**src/core/svm_pkg.sv**
```systemverilog
// Package with register map, field layout and timing constants of the supply monitor.
package svm_pkg;
	localparam int unsigned ADDR_W        = 4;
	localparam logic [3:0]  OFS_CONTROL   = 4'h0;
	localparam logic [3:0]  OFS_IRQ_STAT  = 4'h1;
	localparam logic [3:0]  OFS_IRQ_MASK  = 4'h2;
	localparam int unsigned BIT_THR_LSB   = 0;
	localparam int unsigned BIT_THR_MSB   = 2;
	localparam int unsigned BIT_ENABLE    = 4;
	localparam int unsigned BIT_FLAG      = 5;
	localparam int unsigned BIT_IRQ_LOW   = 0;
	localparam int unsigned BIT_IRQ_READY = 1;
	localparam logic [7:0]  RST_CONTROL   = 8'h00;
	localparam logic [1:0]  RST_IRQ       = 2'h0;
	localparam int unsigned CLK_MHZ       = 200;
	// Settling time after enable before the flag is trusted, in microseconds.
	localparam int unsigned SETTLE_US     = 150;
	localparam int unsigned SETTLE_CYC    = SETTLE_US * CLK_MHZ;
	// Low-supply persistence before interrupt request, in microseconds.
	localparam int unsigned IRQ_DELAY_US  = 60;
	localparam int unsigned IRQ_DELAY_CYC = IRQ_DELAY_US * CLK_MHZ;

	// Trip level in millivolts for each threshold code, code 111 is the top of range.
	localparam logic [11:0] LEVEL_MV [8] = '{12'h708, 12'h7d0, 12'h960, 12'ha8c,
		12'hbb8, 12'hce4, 12'he10, 12'hfa0};

	typedef struct packed {
		logic [ADDR_W-1:0] addr;
		logic [7:0]        wdata;
		logic              wr;
		logic              rd;
	} svm_bus_t;

	typedef struct packed {
		logic       enable;
		logic [2:0] thr;
	} svm_ctrl_t;
endpackage

```
**src/core/svm_delay.sv**
```systemverilog
// Qualification counter: output rises once input has held high for a set count.
`timescale 1ns/1ps
module svm_delay #(
	parameter int unsigned COUNT = 12000
) (
	input  wire logic clk_sys,
	input  wire logic arst_n,
	input  wire logic din,
	output logic      done
);
	localparam int unsigned CW = $clog2(COUNT + 1);
	localparam logic [CW-1:0] LAST = CW'(COUNT - 1);
	logic [CW-1:0] cnt_ff;

	// Any drop of the input restarts the count, so slow supply wobble does not accumulate.
	always_ff @(posedge clk_sys or negedge arst_n) begin
		if (!arst_n) begin
			cnt_ff <= '0;
			done   <= 1'b0;
		end else if (!din) begin
			cnt_ff <= '0;
			done   <= 1'b0;
		end else if (cnt_ff != LAST) begin
			cnt_ff <= cnt_ff + CW'(1);
			done   <= 1'b0;
		end else begin
			done   <= 1'b1;
		end
	end
endmodule

```
**src/core/svm_sync.sv**
```systemverilog
// Two-flop synchroniser for a level arriving from outside the clock domain.
`timescale 1ns/1ps
module svm_sync (
	input  wire logic clk_sys,
	input  wire logic arst_n,
	input  wire logic din,
	output logic      dout
);
	logic meta_ff;

	// Only the second flop is read by downstream logic.
	always_ff @(posedge clk_sys or negedge arst_n) begin
		if (!arst_n) begin
			meta_ff <= 1'b0;
			dout    <= 1'b0;
		end else begin
			meta_ff <= din;
			dout    <= meta_ff;
		end
	end
endmodule

```
**src/core/svm_top.sv**
```systemverilog
// Supply monitor control register, comparator qualification and interrupt logic.
//
// The register offsets and the address-and-strobe port were decided locally.
`timescale 1ns/1ps
module svm_top
	import svm_pkg::*;
#(
	parameter int unsigned SETTLE_CYCLES = SETTLE_CYC,
	parameter int unsigned IRQ_CYCLES    = IRQ_DELAY_CYC
) (
	input  wire logic              clk_sys,
	input  wire logic              arst_n,
	input  wire logic [ADDR_W-1:0] busAddr,
	input  wire logic [7:0]        busWdata,
	input  wire logic              busWr,
	input  wire logic              busRd,
	output logic [7:0]             busRdata_ff,
	input  wire logic              sleepMode,
	input  wire logic              cmpBelow,
	output logic                   detectorPowerOn_ff,
	output logic [2:0]             thresholdCode_ff,
	output logic [11:0]            tripLevelMv_ff,
	output logic                   lowSupplyIrqFlag_ff,
	output logic                   irq_ff
);
	svm_bus_t  bus;
	svm_ctrl_t ctrl_ff;
	logic      cmpSync;
	logic      settled;
	logic      lowSupplyFlag_ff;
	logic      lowQualified;
	logic      lowQualified_d_ff;
	logic      ready_d_ff;
	logic [1:0] irqStat_ff;
	logic [1:0] irqMask_ff;
	logic [1:0] evt;
	logic [1:0] nxt_irqStat;
	logic [7:0] nxt_rdata;
	logic       detOn;

	assign bus = '{addr: busAddr, wdata: busWdata, wr: busWr, rd: busRd};

	// Sleep overrides the enable bit so the analogue part is powered down on the first clock edge after sleep is raised.
	assign detOn = ctrl_ff.enable & ~sleepMode;

	// Comparator output comes from the analogue domain and must be synchronised.
	svm_sync u_sync (
		.clk_sys (clk_sys),
		.arst_n  (arst_n),
		.din     (cmpBelow),
		.dout    (cmpSync)
	);

	// Flag is not trusted until the comparator has had time to settle after power-up.
	svm_delay #(.COUNT(SETTLE_CYCLES)) u_settle (
		.clk_sys (clk_sys),
		.arst_n  (arst_n),
		.din     (detOn),
		.done    (settled)
	);

	// Interrupt qualification needs the low condition to persist for the fixed delay.
	svm_delay #(.COUNT(IRQ_CYCLES)) u_irqdly (
		.clk_sys (clk_sys),
		.arst_n  (arst_n),
		.din     (lowSupplyFlag_ff),
		.done    (lowQualified)
	);

	// Control register; only enable and threshold are writable.
	always_ff @(posedge clk_sys or negedge arst_n) begin
		if (!arst_n) begin
			ctrl_ff <= '{enable: RST_CONTROL[BIT_ENABLE],
				thr: RST_CONTROL[BIT_THR_MSB:BIT_THR_LSB]};
		end else if (bus.wr && bus.addr == OFS_CONTROL) begin
			ctrl_ff.enable <= bus.wdata[BIT_ENABLE];
			ctrl_ff.thr    <= bus.wdata[BIT_THR_MSB:BIT_THR_LSB];
		end
	end

	// Low-supply flag follows the comparator only while the detector runs.
	always_ff @(posedge clk_sys or negedge arst_n) begin
		if (!arst_n) begin
			lowSupplyFlag_ff <= 1'b0;
		end else if (!detOn) begin
			lowSupplyFlag_ff <= 1'b0;
		end else if (settled) begin
			lowSupplyFlag_ff <= cmpSync;
		end
	end

	// Drive the analogue side: power and selected trip level.
	always_ff @(posedge clk_sys or negedge arst_n) begin
		if (!arst_n) begin
			detectorPowerOn_ff <= 1'b0;
			thresholdCode_ff   <= 3'h0;
			tripLevelMv_ff     <= 12'h000;
		end else begin
			detectorPowerOn_ff <= detOn;
			thresholdCode_ff   <= ctrl_ff.thr;
			tripLevelMv_ff     <= LEVEL_MV[ctrl_ff.thr];
		end
	end

	// Rising edges of qualified low supply and of detector ready are the events.
	always_ff @(posedge clk_sys or negedge arst_n) begin
		if (!arst_n) begin
			lowQualified_d_ff <= 1'b0;
			ready_d_ff        <= 1'b0;
		end else begin
			lowQualified_d_ff <= lowQualified;
			ready_d_ff        <= settled;
		end
	end

	assign evt[BIT_IRQ_LOW]   = lowQualified & ~lowQualified_d_ff;
	assign evt[BIT_IRQ_READY] = settled & ~ready_d_ff;

	// Write-one-to-clear, a new event in the same cycle wins over the clear.
	always_comb begin
		nxt_irqStat = irqStat_ff;
		if (bus.wr && bus.addr == OFS_IRQ_STAT) begin
			nxt_irqStat = irqStat_ff & ~bus.wdata[1:0];
		end
		nxt_irqStat = nxt_irqStat | evt;
	end

	always_ff @(posedge clk_sys or negedge arst_n) begin
		if (!arst_n) begin
			irqStat_ff <= RST_IRQ;
		end else begin
			irqStat_ff <= nxt_irqStat;
		end
	end

	always_ff @(posedge clk_sys or negedge arst_n) begin
		if (!arst_n) begin
			irqMask_ff <= RST_IRQ;
		end else if (bus.wr && bus.addr == OFS_IRQ_MASK) begin
			irqMask_ff <= bus.wdata[1:0];
		end
	end

	// Outputs registered from next-state so they track status without extra lag.
	always_ff @(posedge clk_sys or negedge arst_n) begin
		if (!arst_n) begin
			irq_ff              <= 1'b0;
			lowSupplyIrqFlag_ff <= 1'b0;
		end else begin
			irq_ff              <= |(nxt_irqStat & irqMask_ff);
			lowSupplyIrqFlag_ff <= nxt_irqStat[BIT_IRQ_LOW];
		end
	end

	// Read mux; unused bits and unmapped addresses read as zero.
	always_comb begin
		nxt_rdata = 8'h00;
		unique case (bus.addr)
			OFS_CONTROL: begin
				nxt_rdata[BIT_THR_MSB:BIT_THR_LSB] = ctrl_ff.thr;
				nxt_rdata[BIT_ENABLE]              = ctrl_ff.enable;
				nxt_rdata[BIT_FLAG]                = lowSupplyFlag_ff;
			end
			OFS_IRQ_STAT: nxt_rdata[1:0] = irqStat_ff;
			OFS_IRQ_MASK: nxt_rdata[1:0] = irqMask_ff;
			default:      nxt_rdata = 8'h00;
		endcase
	end

	// Read data valid only in the cycle after the strobe, zero otherwise.
	always_ff @(posedge clk_sys or negedge arst_n) begin
		if (!arst_n) begin
			busRdata_ff <= 8'h00;
		end else if (bus.rd) begin
			busRdata_ff <= nxt_rdata;
		end else begin
			busRdata_ff <= 8'h00;
		end
	end
endmodule

```
**config.mk**
```make
export PLATFORM = sky130hd
export DESIGN_NAME = svm_top
export DESIGN_NICKNAME = d
export VERILOG_FILES = /design/src/core/svm_pkg.sv /design/src/core/svm_delay.sv /design/src/core/svm_sync.sv /design/src/core/svm_top.sv
export SDC_FILE = /design/constraint.sdc
export NUM_CORES = 1
export LEC_CHECK = 0
export BUFFER_PORTS_ARGS = -buffer_cell sky130_fd_sc_hd__clkbuf_2
export CAP_MARGIN = 20
export CORE_MARGIN = 2
export CORE_UTILIZATION = 41
export CTS_CLUSTER_DIAMETER = 80
export DETAILED_ROUTE_END_ITERATION = 10
export SYNTH_ARGS = -nofsm -noshare
export SYNTH_HDL_FRONTEND = slang
export SYNTH_SLANG_ARGS = --single-unit
```
**constraint.sdc**
```tcl
create_clock -name clk_sys -period 3.59 [get_ports clk_sys]
set_input_delay 0.1795 -clock clk_sys [delete_from_list [all_inputs] [get_ports clk_sys]]
set_output_delay 0.1795 -clock clk_sys [all_outputs]
set_load 0.1 [all_outputs]
```
---- Yosys cells after proc, flatten, opt, wreduce, memory -nomap -nowiden ----
Memories as Yosys holds them, arrays and structs flattened. A register that Yosys moved wholly into a read port is not among the register bits.
Cells that the tools add are included.
storage, ports and cells
  bits in registers ....................... 56
  ROM bits ................................ 96
  input bits .............................. 18
  output and inout bits ................... 26
  word-level logic and storage cells ...... 60
  memories kept ........................... 1
memory list
  name             depth  bits a word  rd ports  clocked after Yosys merged registers in  wr ports  RTL line        RTL
  (no name shown)  8      12           1         1                                        0         svm_top.sv:101  tripLevelMv_ff <= LEVEL_MV[ctrl_ff.thr];
operators by class
  add/sub/neg operators ................... 2
  equal/unequal tests ..................... 7
  muxes and demuxes ....................... 15
  bitwise gates (word level) .............. 11
  reduce and logical (&&, ||, !) cells .... 6
operator list
  cell                     count
  $mux W15                 2
  $mux W14                 2
  $add A15 B1 Y15 const B  1
  $ne A15 B15 Y1 const B   1
  $add A14 B1 Y14 const B  1
  $ne A14 B14 Y1 const B   1
  $mux W1                  7
  $mux W6                  1
  $ne A2 B1 Y1 const B     3
  $pmux W2 S3              1
  $and A2 B2 Y2            2
  $eq A4 B1 Y1 const B     1
  $eq A4 B2 Y1 const B     1
  $logic_not A4 Y1         1
  $mux W2                  2
  $not A3 Y4               1
  $and A1 B1 Y1            3
  $logic_and A1 B1 Y1      3
  $not A1 Y1               3
  $not A2 Y2               1
  $or A2 B2 Y2             1
  $reduce_or A2 Y1         1
  $logic_not A1 Y1         1

---- Logic depth before layout (Yosys ltp) ----
  depth after elaboration ................. 6
  depth in mapped cells ................... 6
  gate-level depth less buffers ........... 5

---- Cells and area by module ----
A second synthesis with hierarchy kept.
second synthesis, totals
  cell total of the unflattened synthesis .. 265
  area, all modules ....................... 3054.2 um^2
modules (own cells, without submodules)
  module                 instances  cells each  area each (um^2)  seq. area each (um^2)
  svm_top                1          107         1342.5            775.7
  svm_delay at u_settle  1          80          850.8             400.4
  svm_delay at u_irqdly  1          76          810.8             375.4
  svm_sync               1          2           50.0              50.0

---- Worst setup path after synthesis ----
OpenSTA, ideal clock, no wires.
  path kind ............................... register to register
  from .................................... register u_irqdly.cnt_ff[0]
  to ...................................... register u_irqdly.cnt_ff[3]
  library setup time ...................... 0.078 ns
  data arrival time ....................... 1.595 ns
  slack ................................... 1.917 ns
  stages on the path, launching flop included .. 7
  buffers on the path ..................... 1
  path through ............................ dfrtp_1 -> ha_1 -> and4_4 -> and4b_1 -> buf_6 -> or3_1 -> a21boi_1
on the way
  cells in the longest elaborated chain, start to end .. 3
RTL lines
  what                    RTL line         RTL
  start, declared         svm_delay.sv:13  logic [CW-1:0] cnt_ff;
  start signal, assigned  svm_delay.sv:24  cnt_ff <= cnt_ff + CW'(1);
  $add A14 B1 Y14         svm_delay.sv:24
  $mux W14                svm_delay.sv:23  end else if (cnt_ff != LAST) begin
  $mux W14                svm_delay.sv:20  end else if (!din) begin
Parallel ways exist; a longest one is shown, timed or not. The select of a mux whose other input is x is not followed.
A chain may end at the register's enable or synchronous reset.

---- Final worst setup path ----
  from .................................... register u_settle.cnt_ff[0]
  to ...................................... register u_settle.cnt_ff[0]
on the way
  cells in the longest elaborated chain, start to end .. 3
RTL lines
  what                    RTL line
  start, declared         svm_delay.sv:13
  start signal, assigned  svm_delay.sv:24
  $add A15 B1 Y15         svm_delay.sv:24
  $mux W15                svm_delay.sv:23
  $mux W15                svm_delay.sv:20
Parallel ways exist; a longest one is shown, timed or not. The select of a mux whose other input is x is not followed.

==> key figures <==
Worst setup path
  – Worst Setup Start Kind: flop
  – CP Capture Type: flop
  – Worst R2R End: u_settle.cnt_ff[0]$_DFFE_PN0N_
  – Cell family with most CP delay: simple AND/OR/NAND/NOR gates
  – Crit path max fanout: 9
  – Worst path cell trace: ha_1 > nand3_2 > or4_4 > xnor2_1 > nor2_1
  – Reg2reg setup slack: 1770 ps
  – FF-to-FF Start: u_settle.cnt_ff[0]$_DFFE_PN0N_
  – CP max stage cell: or4_4
  – R2r worst-path depth: 5
  – Crit path DAT: 2020 ps
  – Delay of the slowest cell on the worst path: 610 ps
  – WP data required: 3790 ps
  – Worst setup path category: flop to flop
  – Worst path bufs/invs: 0

GRT
  – Initial antenna violation count: 0
  – Total gr overflow: 0
  – Number of global-route vias before repair: 1834
  – Total global-route track usage: 0.1458
  – Largest net degree at the start of global routing: 36
  – First-pass GRT wire length: 8659 um

Clock network
  – CTS Sinks: 64
  – Post-CTS setup buffer count: 0
  – CTS H-Tree Depth: 3
  – Worst-Skew Late Latency: 350 ps
  – Post-cts sizing count: 0
  – Clock buffer depth: 2
  – Clk slew on worst S/H paths: 80 ps
  – Hold_buf cts: 2
  – CTS Buf Count: 9
  – CTS tree: yes
  – Clock root buffer: clkbuf_8

Detailed routing
  – Uppermost routed layer: met4
  – Wire length per cell: 12.30 um
  – Drt initial violations: 118
  – Wl on met1: 2408 um
  – Detail Route met2 WL: 2285 um
  – Met3 WL post-DR: 238 um
  – Residual DRC: 0
  – Routed Antenna Nets: 0
  – DRT Pass-1 Iters: 4
  – Routed via count: 1965
  – DR vias/cell: 4.816
  – Post-Route WL: 5017 um

Timing
  – Final Setup Violations: 0
  – Final min period: 1816 ps
  – Final Hold Vio Count: 0
  – Final setup margin: 1774 ps
  – Hold WS: 69.63 ps
  – Slew Limit Fails: 0
  – Fmax: 0.5508 GHz
  – Worst Clk Skew: 11.63 ps
  – Fin Setup TNS: 0 ps
  – Slew headroom: 0.4185
  – Worst slew pin tran: 872.3 ps
  – Final period util: 0.5058
  – RSZ-0062 raised after global routing: no

Pwr
  – Switch share: 0.4256
  – P_int: 1223 uW
  – Share of power burned in registers: 0.401
  – Logic pwr share: 0.303
  – VDD IR max: 0.2226 mV
  – PwrDens: 628.9 nW/um^2
  – Clock power share: 0.296
  – Leak: 0.001507 uW
  – Psw: 905.9 uW

Finish
  – Share of layout cells above drive strength 1: 0.2115
  – Most frequent cells in the layout: dfrtp_1 (64), clkbuf_2 (34), nand2_1 (23)
  – Util after Layout: 0.4954
  – Final nets: 335
  – Commonest non-fill, non-tap cell in the layout: dfrtp_1
  – Syn-to-layout area delta: 15.75%
  – # diodes: 0

Run
  – Max_cap viols: 0

Floorplanning
  – FP Rows: 30
  – Initial core utilization: 0.4280
  – DIE AREA: 7823 um^2
  – Die X: 88.45 um
  – # IOs: 44
  – Die Span Y: 88.45 um
  – Core region area: 6832 um^2

Logic synthesis
  – Post-synth ARST share: 1.000
  – Mean Syn Cell Area: 10.91 um^2
  – Cell Area, Synth: 2924 um^2
  – EDFF count, synth: 0
  – Most used flip-flop cell after synthesis: dfrtp_1
  – Synth area leader: dfrtp_1
  – Yosys reg bits: 64
  – Dominant cells by area after synthesis: dfrtp_1 (55%), ha_1 (4.3%), xnor2_1 (3.3%), nand2_1 (3.0%), o21ai_0 (2.6%)
  – Synth warn: 0
  – Sequential share of the synthesized area: 0.5477
  – Yosys cell types: 45
  – Mapped Cells: 268
  – Area share of the largest cell type after synthesis: 0.5477

Place
  – GPL Wtd Cong: 0.7506
  – DP Worst Slack: 1781 ps
  – Final HPWL DP: 3428 um
  – Port buffer count: 34

Min path
  – WHS Path Cells: 2
  – Hold Path Sink: ctrl_ff[3]$_DFFE_PN0P_
  – Type of the worst min-delay path: input pin to flop
  – Hold Crit Start: busWdata[4]

Status
  – Status: complete, no violations
==> worst register-to-register path, cell delays in order, from the launching register on <==
cell and delay [ps]:
dfrtp_1 420, ha_1 250, nand3_2 200, or4_4 610, xnor2_1 150, nor2_1 50
==> routing by layer <==
metal  up-vias  track usage
met5         -            0
met4         0      0.07025
met3         7      0.04104
met2        37       0.2139
met1       930       0.1999
li1        991            -
==> how the worst max path moves through the flow <==
stage                                   startpoint                        endpoint  cells after the start
floorplan           u_irqdly.cnt_ff[0]$_DFFE_PN0N_  u_irqdly.cnt_ff[3]$_DFFE_PN0N_                      6
global placement    u_settle.cnt_ff[0]$_DFFE_PN0N_  u_settle.cnt_ff[0]$_DFFE_PN0N_                      5
detailed placement  u_settle.cnt_ff[0]$_DFFE_PN0N_  u_settle.cnt_ff[0]$_DFFE_PN0N_                      5
CTS                 u_settle.cnt_ff[0]$_DFFE_PN0N_  u_settle.cnt_ff[0]$_DFFE_PN0N_                      5
global route        u_settle.cnt_ff[0]$_DFFE_PN0N_  u_settle.cnt_ff[3]$_DFFE_PN0N_                      5
finish              u_settle.cnt_ff[0]$_DFFE_PN0N_  u_settle.cnt_ff[0]$_DFFE_PN0N_                      5
==> state kept, by name (all words and copies together) (netlist names), 2 cells and up <==
register and count:
busRdata_ff 5, ctrl_ff 4, irqMask_ff 2, irqStat_ff 2, thresholdCode_ff 3, tripLevelMv_ff 10
u_irqdly.cnt_ff 14, u_settle.cnt_ff 15
==> layout make-up <==
cell class              count  area, um^2
fillers                   652        3447
flip-flops and latches     64        1602
inverters                  10       37.54
multi-input cells         185        1224
well taps                  96       120.1
repair buffers             37       197.7
clock buffers               9       123.9
clock inverters             7       80.08
==> cells by family after synthesis <==
| logic type | count (synthesis) | synth area share |
|---|---|---|
| simple gates | 111 | 0.2187 |
| xor+xnor | 14 | 0.04193 |
| buf+inv | 23 | 0.03894 |
| fa+ha+maj | 10 | 0.04279 |
| compound gates | 32 | 0.06162 |
| other cells | 1 | 0.001282 |
| mux | 13 | 0.04707 |
| flops | 64 | 0.5477 |
==> cell usage after synthesis, types with 2 or more instances <==
cell       instances
dfrtp_1           64
nand2_1           23
nor2_1            19
o21ai_0           15
and2_1            11
xnor2_1           11
ha_1              10
inv_1             10
a21oi_1            9
nand3_1            9
nand4_1            8
or3_1              8
mux2i_1            7
mux2_2             6
buf_4              5
clkbuf_1           5
nand3b_1           5
a21boi_1           3
and4_1             3
nand2b_1           3
nor3_1             3
xor2_1             3
a31oi_1            2
nand4bb_1          2
nor2b_1            2
nor3b_1            2
nor4_2             2
==> metrics by stage <==
| stage | instances | cell area [um^2] | total power, uW |
|---|---|---|---|
| floorplan | 272 | 2939 | 1407 |
| global placement | 390 | 3161 | 1514 |
| detailed placement | 390 | 3161 | 1520 |
| CTS | 408 | 3385 | 2164 |
| global route | 408 | 3385 | 2235 |
| finish | 408 | 3385 | 2129 |
==> power groups by stage <==
stage | Clock (uW) | Sequential (uW) | Combinational (uW)
after floorplan | 0 | 1270 | 137
after global placement | 0 | 867 | 648
after detailed placement | 0 | 869 | 651
after CTS | 656 | 856 | 653
after global routing | 683 | 867 | 684
final | 629 | 853 | 646
Power figures use the tool's default switching activity.
